===== src/tsc_pkg.sv =====
package tsc_pkg;

  // Register indexes; the byte address is four times the index.
  localparam logic [9:0] IDX_STROBE = 10'h000;
  localparam logic [9:0] IDX_CFG    = 10'h010;
  localparam logic [9:0] IDX_CFG_HI = 10'h011;
  localparam logic [9:0] IDX_DLY_B0 = 10'h014;
  localparam logic [9:0] IDX_DLY_B1 = 10'h015;
  localparam logic [9:0] IDX_DLY_W1 = 10'h016;
  localparam logic [9:0] IDX_DLY_B3 = 10'h017;
  localparam logic [9:0] IDX_STATUS = 10'h018;

  // Software strobe byte codes.
  localparam logic [7:0] STROBE_START = 8'h55;
  localparam logic [7:0] STROBE_STOP  = 8'hAA;
  localparam logic [7:0] STROBE_SYNC  = 8'h5A;

  // Configuration word layout.
  localparam int CFG_START_LSB = 0;
  localparam int CFG_STOP_LSB  = 4;
  localparam int CFG_SYNC_LSB  = 8;
  localparam int CFG_MODE_LSB  = 12;
  localparam int CFG_ARM_BIT   = 15;
  localparam logic [15:0] CFG_WRITE_MASK = 16'hBFFF;
  localparam logic [15:0] CFG_RESET      = 16'h0000;
  localparam logic [31:0] DLY_RESET      = 32'h0000_0000;

  // Status word layout.
  localparam int STAT_RUN_BIT   = 0;
  localparam int STAT_SYNC_BIT  = 1;
  localparam int STAT_DELAY_BIT = 2;
  localparam int STAT_IDLE_BIT  = 3;

  // Source selector codes.
  localparam logic [3:0] SRC_NONE        = 4'h0;
  localparam logic [3:0] SRC_SOFT        = 4'h1;
  localparam logic [3:0] SRC_FRAME_MAX   = 4'h2;
  localparam logic [3:0] SRC_FRAME_TIMER = 4'h3;

  // Start mode codes.
  localparam logic [1:0] MODE_DIRECT     = 2'h0;
  localparam logic [1:0] MODE_DELAY      = 2'h1;
  localparam logic [1:0] MODE_SYNC_DELAY = 2'h2;

  // Delay step timing.
  localparam logic [5:0] CLK_PERIOD_NS = 6'h08;
  localparam logic [5:0] DELAY_STEP_NS = 6'h19;

  // Bus responses.
  localparam logic [1:0] RESP_OKAY   = 2'h0;
  localparam logic [1:0] RESP_SLVERR = 2'h2;

  typedef enum logic [1:0] {ST_IDLE, ST_WAIT_SYNC, ST_DELAY, ST_RUN} tsc_state_t;

  typedef struct packed {
    logic        awvalid;
    logic [11:0] awaddr;
    logic        wvalid;
    logic [31:0] wdata;
    logic [3:0]  wstrb;
    logic        bready;
    logic        arvalid;
    logic [11:0] araddr;
    logic        rready;
  } tsc_axi_req_t;

  typedef struct packed {
    logic        awready;
    logic        wready;
    logic        bvalid;
    logic [1:0]  bresp;
    logic        arready;
    logic        rvalid;
    logic [31:0] rdata;
    logic [1:0]  rresp;
  } tsc_axi_rsp_t;

endpackage : tsc_pkg


===== src/tsc_edge_sync.sv =====
`timescale 1ns/1ps
module tsc_edge_sync #(
  parameter int WIDTH = 6
) (
  // Clock and reset
  input  logic             core_clk,
  input  logic             reset_n,
  // Raw levels
  input  logic [WIDTH-1:0] sig_in,
  // One-cycle edge pulses
  output logic [WIDTH-1:0] rise,
  output logic [WIDTH-1:0] fall
);

  logic [WIDTH-1:0] meta_q;
  logic [WIDTH-1:0] sync_q;
  logic [WIDTH-1:0] last_q;
  logic [WIDTH-1:0] rise_q;
  logic [WIDTH-1:0] fall_q;

  // Only the second stage and its delayed copy feed the edge compare.
  always_ff @(posedge core_clk)
  begin
    if (!reset_n)
    begin
      meta_q <= '0;
      sync_q <= '0;
      last_q <= '0;
      rise_q <= '0;
      fall_q <= '0;
    end
    else
    begin
      meta_q <= sig_in;
      sync_q <= meta_q;
      last_q <= sync_q;
      rise_q <= sync_q & ~last_q;
      fall_q <= ~sync_q & last_q;
    end
  end

  assign rise = rise_q;
  assign fall = fall_q;

endmodule : tsc_edge_sync


===== src/tsc_trigger_ctrl.sv =====
`timescale 1ns/1ps
module tsc_trigger_ctrl (
  // Clock and reset
  input  logic                  core_clk,
  input  logic                  reset_n,
  // Register bus
  input  tsc_pkg::tsc_axi_req_t axi_req,
  output tsc_pkg::tsc_axi_rsp_t axi_rsp,
  // Counter outputs and digital inputs
  input  logic                  timer0_output,
  input  logic                  timer2_output,
  input  logic                  digital_input_0,
  input  logic                  digital_input_1,
  input  logic                  digital_input_2,
  input  logic                  digital_input_3,
  // Analog input frame events, one-cycle pulses
  input  logic                  ai_frame_max,
  input  logic                  ai_frame_timer,
  // Acquisition control
  output logic                  acq_run,
  output logic                  start_pulse,
  output logic                  stop_pulse
);

  function automatic logic is_mapped(input logic [9:0] idx);
    is_mapped = (idx == tsc_pkg::IDX_STROBE) || (idx == tsc_pkg::IDX_CFG) ||
                (idx == tsc_pkg::IDX_CFG_HI) || (idx == tsc_pkg::IDX_DLY_B0) ||
                (idx == tsc_pkg::IDX_DLY_B1) || (idx == tsc_pkg::IDX_DLY_W1) ||
                (idx == tsc_pkg::IDX_DLY_B3) || (idx == tsc_pkg::IDX_STATUS);
  endfunction : is_mapped

  function automatic logic [31:0] merge_bytes(input logic [31:0] old_val,
                                              input logic [31:0] new_val,
                                              input logic [3:0]  be);
    logic [31:0] res;
    res = old_val;
    for (int b = 0; b < 4; b++)
    begin
      if (be[b])
      begin
        res[8*b +: 8] = new_val[8*b +: 8];
      end
    end
    merge_bytes = res;
  endfunction : merge_bytes

  function automatic logic pick_event(input logic [15:0] vec, input logic [3:0] code);
    pick_event = vec[code];
  endfunction : pick_event

  tsc_pkg::tsc_axi_rsp_t rsp_q;
  tsc_pkg::tsc_state_t   state_q;
  tsc_pkg::tsc_state_t   state_d;

  logic        aw_held_q;
  logic        w_held_q;
  logic [9:0]  aw_idx_q;
  logic [31:0] wdata_q;
  logic [3:0]  wstrb_q;
  logic [15:0] cfg_q;
  logic [31:0] dly_q;
  logic [31:0] dly_cnt_q;
  logic [5:0]  acc_q;
  logic        sw_start_q;
  logic        sw_stop_q;
  logic        sw_sync_q;
  logic        run_q;
  logic        start_q;
  logic        stop_q;
  logic        load_dly;
  logic        start_fire;
  logic        stop_fire;

  assign axi_rsp     = rsp_q;
  assign acq_run     = run_q;
  assign start_pulse = start_q;
  assign stop_pulse  = stop_q;

  // Write channel: address and data are held independently, so either may come first.
  wire aw_take   = axi_req.awvalid & rsp_q.awready;
  wire w_take    = axi_req.wvalid & rsp_q.wready;
  wire do_write  = aw_held_q & w_held_q & ~rsp_q.bvalid;
  wire aw_held_d = (aw_held_q & ~do_write) | aw_take;
  wire w_held_d  = (w_held_q & ~do_write) | w_take;
  wire bvalid_d  = do_write | (rsp_q.bvalid & ~axi_req.bready);

  // Read channel: data are registered in the same cycle as the address is taken.
  wire       ar_take  = axi_req.arvalid & rsp_q.arready;
  wire       rvalid_d = ar_take | (rsp_q.rvalid & ~axi_req.rready);
  wire [9:0] rd_idx   = axi_req.araddr[11:2];

  // Write decode.
  wire sw_wr   = do_write & (aw_idx_q == tsc_pkg::IDX_STROBE) & wstrb_q[0];
  wire sel_cfg = aw_idx_q == tsc_pkg::IDX_CFG;
  wire sel_chi = aw_idx_q == tsc_pkg::IDX_CFG_HI;
  wire sel_db0 = aw_idx_q == tsc_pkg::IDX_DLY_B0;
  wire sel_db1 = aw_idx_q == tsc_pkg::IDX_DLY_B1;
  wire sel_dw1 = aw_idx_q == tsc_pkg::IDX_DLY_W1;
  wire sel_db3 = aw_idx_q == tsc_pkg::IDX_DLY_B3;

  // The high configuration byte and the odd delay bytes arrive in the low lane.
  wire [1:0]  cfg_be = ~do_write ? 2'h0 :
                       sel_cfg ? wstrb_q[1:0] :
                       sel_chi ? {wstrb_q[0], 1'b0} : 2'h0;
  wire [15:0] cfg_wd = sel_chi ? {wdata_q[7:0], 8'h00} : wdata_q[15:0];
  wire [3:0]  dly_be = ~do_write ? 4'h0 :
                       sel_db0 ? {2'h0, wstrb_q[1:0]} :
                       sel_db1 ? {2'h0, wstrb_q[0], 1'b0} :
                       sel_dw1 ? {wstrb_q[1:0], 2'h0} :
                       sel_db3 ? {wstrb_q[0], 3'h0} : 4'h0;
  wire [31:0] dly_wd = sel_db0 ? {16'h0000, wdata_q[15:0]} :
                       sel_db1 ? {16'h0000, wdata_q[7:0], 8'h00} :
                       sel_dw1 ? {wdata_q[15:0], 16'h0000} :
                       {wdata_q[7:0], 24'h00_0000};

  wire [31:0] cfg_merged = merge_bytes({16'h0000, cfg_q}, {16'h0000, cfg_wd}, {2'h0, cfg_be});
  wire [31:0] dly_merged = merge_bytes(dly_q, dly_wd, dly_be);

  // Configuration fields.
  wire       arm       = cfg_q[tsc_pkg::CFG_ARM_BIT];
  wire [1:0] mode      = cfg_q[tsc_pkg::CFG_MODE_LSB +: 2];
  wire [3:0] start_src = cfg_q[tsc_pkg::CFG_START_LSB +: 4];
  wire [3:0] stop_src  = cfg_q[tsc_pkg::CFG_STOP_LSB +: 4];
  wire [3:0] sync_src  = cfg_q[tsc_pkg::CFG_SYNC_LSB +: 4];

  // Status word and read mux.
  wire [3:0] status = {state_q == tsc_pkg::ST_IDLE, state_q == tsc_pkg::ST_DELAY,
                       state_q == tsc_pkg::ST_WAIT_SYNC, state_q == tsc_pkg::ST_RUN};
  wire [31:0] rd_word = (rd_idx == tsc_pkg::IDX_CFG)    ? {16'h0000, cfg_q} :
                        (rd_idx == tsc_pkg::IDX_CFG_HI) ? {24'h00_0000, cfg_q[15:8]} :
                        (rd_idx == tsc_pkg::IDX_DLY_B0) ? {16'h0000, dly_q[15:0]} :
                        (rd_idx == tsc_pkg::IDX_DLY_B1) ? {24'h00_0000, dly_q[15:8]} :
                        (rd_idx == tsc_pkg::IDX_DLY_W1) ? {16'h0000, dly_q[31:16]} :
                        (rd_idx == tsc_pkg::IDX_DLY_B3) ? {24'h00_0000, dly_q[31:24]} :
                        (rd_idx == tsc_pkg::IDX_STATUS) ? {28'h000_0000, status} :
                        32'h0000_0000;

  always_ff @(posedge core_clk)
  begin
    if (!reset_n)
    begin
      rsp_q     <= '0;
      aw_held_q <= 1'b0;
      w_held_q  <= 1'b0;
      aw_idx_q  <= 10'h000;
      wdata_q   <= 32'h0000_0000;
      wstrb_q   <= 4'h0;
    end
    else
    begin
      aw_held_q     <= aw_held_d;
      w_held_q      <= w_held_d;
      rsp_q.awready <= ~aw_held_d;
      rsp_q.wready  <= ~w_held_d;
      rsp_q.bvalid  <= bvalid_d;
      rsp_q.arready <= ~rvalid_d;
      rsp_q.rvalid  <= rvalid_d;
      if (aw_take)
      begin
        aw_idx_q <= axi_req.awaddr[11:2];
      end
      if (w_take)
      begin
        wdata_q <= axi_req.wdata;
        wstrb_q <= axi_req.wstrb;
      end
      if (do_write)
      begin
        rsp_q.bresp <= is_mapped(aw_idx_q) ? tsc_pkg::RESP_OKAY : tsc_pkg::RESP_SLVERR;
      end
      if (ar_take)
      begin
        rsp_q.rdata <= rd_word;
        rsp_q.rresp <= is_mapped(rd_idx) ? tsc_pkg::RESP_OKAY : tsc_pkg::RESP_SLVERR;
      end
    end
  end

  always_ff @(posedge core_clk)
  begin
    if (!reset_n)
    begin
      cfg_q <= tsc_pkg::CFG_RESET;
      dly_q <= tsc_pkg::DLY_RESET;
    end
    else
    begin
      cfg_q <= cfg_merged[15:0] & tsc_pkg::CFG_WRITE_MASK;
      dly_q <= dly_merged;
    end
  end

  // A strobe byte that matches none of the three codes leaves every pulse low.
  always_ff @(posedge core_clk)
  begin
    if (!reset_n)
    begin
      sw_start_q <= 1'b0;
      sw_stop_q  <= 1'b0;
      sw_sync_q  <= 1'b0;
    end
    else
    begin
      sw_start_q <= sw_wr & (wdata_q[7:0] == tsc_pkg::STROBE_START);
      sw_stop_q  <= sw_wr & (wdata_q[7:0] == tsc_pkg::STROBE_STOP);
      sw_sync_q  <= sw_wr & (wdata_q[7:0] == tsc_pkg::STROBE_SYNC);
    end
  end

  logic [5:0] edge_rise;
  logic [5:0] edge_fall;

  tsc_edge_sync #(
    .WIDTH (6)
  ) u_edges (
    .core_clk (core_clk),
    .reset_n  (reset_n),
    .sig_in   ({digital_input_3, digital_input_2, digital_input_1, digital_input_0,
                timer2_output, timer0_output}),
    .rise     (edge_rise),
    .fall     (edge_fall)
  );

  // Codes 4 upward pair rising and falling edges: timer 0, timer 2, then inputs 0 to 3.
  logic [11:0] edge_vec;
  for (genvar i = 0; i < 6; i++)
  begin : g_edge
    assign edge_vec[2*i]     = edge_rise[i];
    assign edge_vec[2*i + 1] = edge_fall[i];
  end

  // Bit 0 is the empty selection; the frame maximum exists for the stop selector only.
  wire [15:0] start_vec = {edge_vec, ai_frame_timer, 1'b0, sw_start_q, 1'b0};
  wire [15:0] stop_vec  = {edge_vec, ai_frame_timer, ai_frame_max, sw_stop_q, 1'b0};
  wire [15:0] sync_vec  = {edge_vec, ai_frame_timer, 1'b0, sw_sync_q, 1'b0};

  wire start_ev = arm & pick_event(start_vec, start_src);
  wire stop_ev  = arm & pick_event(stop_vec, stop_src);
  wire sync_ev  = arm & pick_event(sync_vec, sync_src);

  // The 25 ns step is not a whole number of clocks, so nanoseconds are accumulated
  // and a step tick is taken whenever a full step has gone by.
  wire [5:0] acc_sum  = acc_q + tsc_pkg::CLK_PERIOD_NS;
  wire       step_tick = acc_sum >= tsc_pkg::DELAY_STEP_NS;
  wire [5:0] acc_d    = step_tick ? acc_sum - tsc_pkg::DELAY_STEP_NS : acc_sum;

  always_comb
  begin
    state_d    = state_q;
    load_dly   = 1'b0;
    start_fire = 1'b0;
    stop_fire  = 1'b0;
    if (!arm)
    begin
      state_d = tsc_pkg::ST_IDLE;
    end
    else
    begin
      unique case (state_q)
        tsc_pkg::ST_IDLE:
        begin
          if (start_ev)
          begin
            unique case (mode)
              tsc_pkg::MODE_DELAY:
              begin
                state_d  = tsc_pkg::ST_DELAY;
                load_dly = 1'b1;
              end
              tsc_pkg::MODE_SYNC_DELAY:
              begin
                state_d = tsc_pkg::ST_WAIT_SYNC;
              end
              default:
              begin
                // The reserved mode code behaves as a direct start.
                state_d    = tsc_pkg::ST_RUN;
                start_fire = 1'b1;
              end
            endcase
          end
        end
        tsc_pkg::ST_WAIT_SYNC:
        begin
          if (sync_ev)
          begin
            state_d  = tsc_pkg::ST_DELAY;
            load_dly = 1'b1;
          end
        end
        tsc_pkg::ST_DELAY:
        begin
          if (dly_cnt_q == 32'h0000_0000)
          begin
            state_d    = tsc_pkg::ST_RUN;
            start_fire = 1'b1;
          end
        end
        tsc_pkg::ST_RUN:
        begin
          if (stop_ev)
          begin
            state_d   = tsc_pkg::ST_IDLE;
            stop_fire = 1'b1;
          end
        end
      endcase
    end
  end

  always_ff @(posedge core_clk)
  begin
    if (!reset_n)
    begin
      state_q   <= tsc_pkg::ST_IDLE;
      dly_cnt_q <= 32'h0000_0000;
      acc_q     <= 6'h00;
      run_q     <= 1'b0;
      start_q   <= 1'b0;
      stop_q    <= 1'b0;
    end
    else
    begin
      state_q <= state_d;
      run_q   <= state_d == tsc_pkg::ST_RUN;
      start_q <= start_fire;
      stop_q  <= stop_fire;
      acc_q   <= load_dly ? 6'h00 : acc_d;
      if (load_dly)
      begin
        dly_cnt_q <= dly_q;
      end
      else if ((state_q == tsc_pkg::ST_DELAY) && step_tick && (dly_cnt_q != 32'h0000_0000))
      begin
        dly_cnt_q <= dly_cnt_q - 32'h0000_0001;
      end
    end
  end
endmodule : tsc_trigger_ctrl


===== config.mk =====
export PLATFORM = sky130hd
export DESIGN_NAME = tsc_trigger_ctrl
export DESIGN_NICKNAME = d
export VERILOG_FILES = /design/src/tsc_pkg.sv /design/src/tsc_edge_sync.sv /design/src/tsc_trigger_ctrl.sv
export SDC_FILE = /design/constraint.sdc
export NUM_CORES = 1
export LEC_CHECK = 0
export ABC_AREA = 1
export BUFFER_PORTS_ARGS = -buffer_cell sky130_fd_sc_hd__buf_2
export CAP_MARGIN = 20
export CORE_MARGIN = 4
export CORE_UTILIZATION = 31
export CTS_CLUSTER_DIAMETER = 80
export DETAILED_ROUTE_END_ITERATION = 12
export SYNTH_ARGS = -nofsm -noshare
export SYNTH_HDL_FRONTEND = slang
export SYNTH_SLANG_ARGS = --single-unit
export TNS_END_PERCENT = 10

===== constraint.sdc =====
create_clock -name core_clk -period 3.6 [get_ports core_clk]
set_input_delay 0.36 -clock core_clk [delete_from_list [all_inputs] [get_ports core_clk]]
set_output_delay 0.36 -clock core_clk [all_outputs]
set_load 0.01 [all_outputs]

==> impl_metrics.toml <==
[critical_path]
cp_slowest_cell = "dfxtp_1"
cp_max_fo = 34
critical_path_class = "reg -> reg"
end_kind = "register"
worstPathCellList = "nand2_1, nand3_1, nand3_1, nand3_1, nand2_2, nand4_4, buf_4, nand2_4, inv_2, nand2_1, nor3_1"
max_stage_delay_ns = 0.56
r2r_end = "acc_q[2]"
required_ns = 3.96
reg2reg_from = "cfg_q[0]"
crit_top_cell = "nand3_1"
rrSetupSlack_ns = 1.12
ff2ff_path_depth = 11
startpoint_type = "register"
cp_data_arrival_time_ns = 2.84

[timing]
rsz0062_at_grt = "no"
setup_viol = 0
setup_ws_ns = 1.12
drv_slew = 0
maxSlewHeadroom = 0.362
skew_ns = 0.0119
hold_viol_final = 0
tightestPinTransition_ns = 0.954
fmax_mhz = 404
min_period_ns = 2.48
tns_ns = 0
finalCritPeriodShare = 0.688

[clock_tree]
cts_hold_buf = 0
cts.htree.levels = 4
root_buffer = "clkbuf_16"
post_cts_buffers = 0
cts_resized = 0
numCtsBuffers = 17
clock_sinks = 176
cts.path.max_buffers = 2
clkTransAtPathRegs_ns = 0.08
clock_latency_ns = 0.44
cts_tree = "done"

[power_and_ir_drop]
power_w = 0.00447
p_per_area_nw_per_um2 = 432
switching_share = 0.288
ir_worst_vdd_v = 0.000234
pwr-share-clk = 0.432
comb_power_share = 0.103
internal-power_w = 0.00318
p_seq_frac = 0.465
p_leak_nw = 4.48
p_sw_w = 0.00129

[logic_synthesis]
synth_seq_cells = 176
yosysWarnings = 0
syn_inst = 1314
yosysUniqueCellTypes = 52
ys_seq_area_frac = 0.384
avgSynthCellArea_um2 = 6.99
syn_area_um2 = 9180

[floorplanning]
initial_core_util = 0.317
core_area_um2 = 28900
io_pins = 119
design.die.area_um2 = 32400
die_w_um = 180
num_rows = 62
die_h_um = 180

[global_route]
grt_antenna_before_repair = 1
overflow = 0
grt_max_degree = 45
grt_pass1_wl_mm = 44.0
grt_pass1_vias = 8030
grt_use_total = 0.166

[min_path]
hold_start = "timer2_output"
min_to = "u_edges.meta_q[1]"
holdPathStages = 3
hold_class = "in -> reg"

[route]
drc = 0
drtPass1Iterations = 6
routed_wirelength_mm = 27.5
via_per_inst = 4.92
ant_nets = 0
wl_per_cell_um = 15.6
vias = 8676
drt_iter0_drc = 649

[placement]
hpwl_mm = 20.7
dpl-instance-area_um2 = 9750
gp_congestion = 0.924
pre_cts_ws_ns = 1.16
portBuffers = 78

[flow_run]
max-cap-violations = 0

[final_layout]
nets = 1451
stdcell_area_um2 = 10400
final_cell_mix = "251 x nand2_1, 189 x nor2_1, 176 x dfxtp_1"
syn_to_final_growth_pct = 12.9
layout-drive-gt1-share = 0.135
final_common_cell = "nand2_1"

[run_status]
status = "finished clean"
cell families after synthesis:
| kind of cell | Yosys count | share of synthesized area |
|---|---|---|
| other | 1 | 0.000408 |
| buffers and inverters | 228 | 0.113 |
| xor gates and xnor gates | 25 | 0.0238 |
| adders and majority gates | 9 | 0.0123 |
| DFF | 176 | 0.384 |
| and+or+nand+nor | 616 | 0.299 |
| AOI/OAI and AO/OA | 259 | 0.167 |
critical path: cells and delay by family, from the launching register on:
kind	cells	cell delay, ns
buffers and inverters	2	0.58
flip-flops	1	0.56
AND/OR/NAND/NOR	9	1.24
per-layer routing:
layer	vias up	GRT usage	wire length, um
li1	4388	-	-
met1	4001	0.229	12700
met2	246	0.267	12700
met3	41	0.0226	1350
met4	0	0.0560	682
met5	-	0	0
worst max-delay path by stage:
| stage | startpoint | end | slack, ns |
|---|---|---|---|
| 3_3_place_gp | cfg_q[0] | acc_q[2] | 1.21 |
| 5_1_grt | cfg_q[0] | acc_q[3] | 0.81 |
| 2_1_floorplan | acc_q[3] | dly_cnt_q[6] | 1.74 |
| 6_report | cfg_q[0] | acc_q[2] | 1.12 |
| 4_1_cts | cfg_q[0] | acc_q[2] | 1.15 |
| 3_5_place_dp | cfg_q[0] | acc_q[2] | 1.16 |
area by class of cell:
class,instances,area [um2]
fill,3140,18600
inverter,158,603
tap,384,480
timing repair buffer,87,458
multi-input combinational,927,4680
antenna,1,2.50
clock inverter,15,191
clock buffer,17,425
sequential,176,3520
per-stage QoR:
step	std cells	util	hold WS (ns)
floorplan	1331	-	0.389
global placement	1732	0.337	0.395
detailed placement	1732	0.337	0.399
CTS	1764	0.358	0.0891
global route	1765	0.358	0.100
finish	1765	0.358	0.102
registers in the layout (all words and copies together) (netlist names), 2 cells and up:
name and flops:
aw_idx_q 10, dly_q 32, u_edges.fall 6, u_edges.rise 6, acc_q 6, u_edges.meta_q 6
dly_cnt_q 32, u_edges.last_q 6, wstrb_q 2, axi_rsp 23, cfg_q 15, state_q 2
u_edges.sync_q 6, wdata_q 16
synthesized netlist by cell type (all sizes together):
library cell / count / area, um2
a31oi: 11 / 68.8
or2: 1 / 6.26
nand4: 34 / 234
and2: 1 / 8.76
conb: 1 / 3.75
inv: 157 / 594
nand2: 258 / 991
and3: 1 / 6.26
a221oi: 5 / 43.8
dfxtp: 176 / 3520
a21boi: 1 / 7.51
buf: 44 / 339
o21ai: 93 / 484
a21oi: 93 / 465
a211oi: 25 / 228
or4: 1 / 7.51
o22ai: 19 / 119
o41ai: 1 / 8.76
o21bai: 1 / 7.51
nand3b: 2 / 27.5
nand3: 92 / 483
nor4: 3 / 18.8
nor2: 206 / 856
a21o: 2 / 15.0
ha: 9 / 113
nor3: 17 / 111
o211ai: 8 / 87.6
xnor2: 11 / 96.3
clkbuf: 26 / 97.6
xor2: 14 / 123
clkinv: 1 / 8.76
power groups by stage:
stage | clock [W] | combinational [W] | sequential [W]
6_report | 0.00193 | 0.000462 | 0.00208
5_1_grt | 0.00206 | 0.000541 | 0.00209
4_1_cts | 0.00197 | 0.000469 | 0.00208
3_5_place_dp | 0 | 0.000467 | 0.00213
3_3_place_gp | 0 | 0.000450 | 0.00213
2_1_floorplan | 0 | 0.000348 | 0.00211
Power figures use the tool's default switching activity.
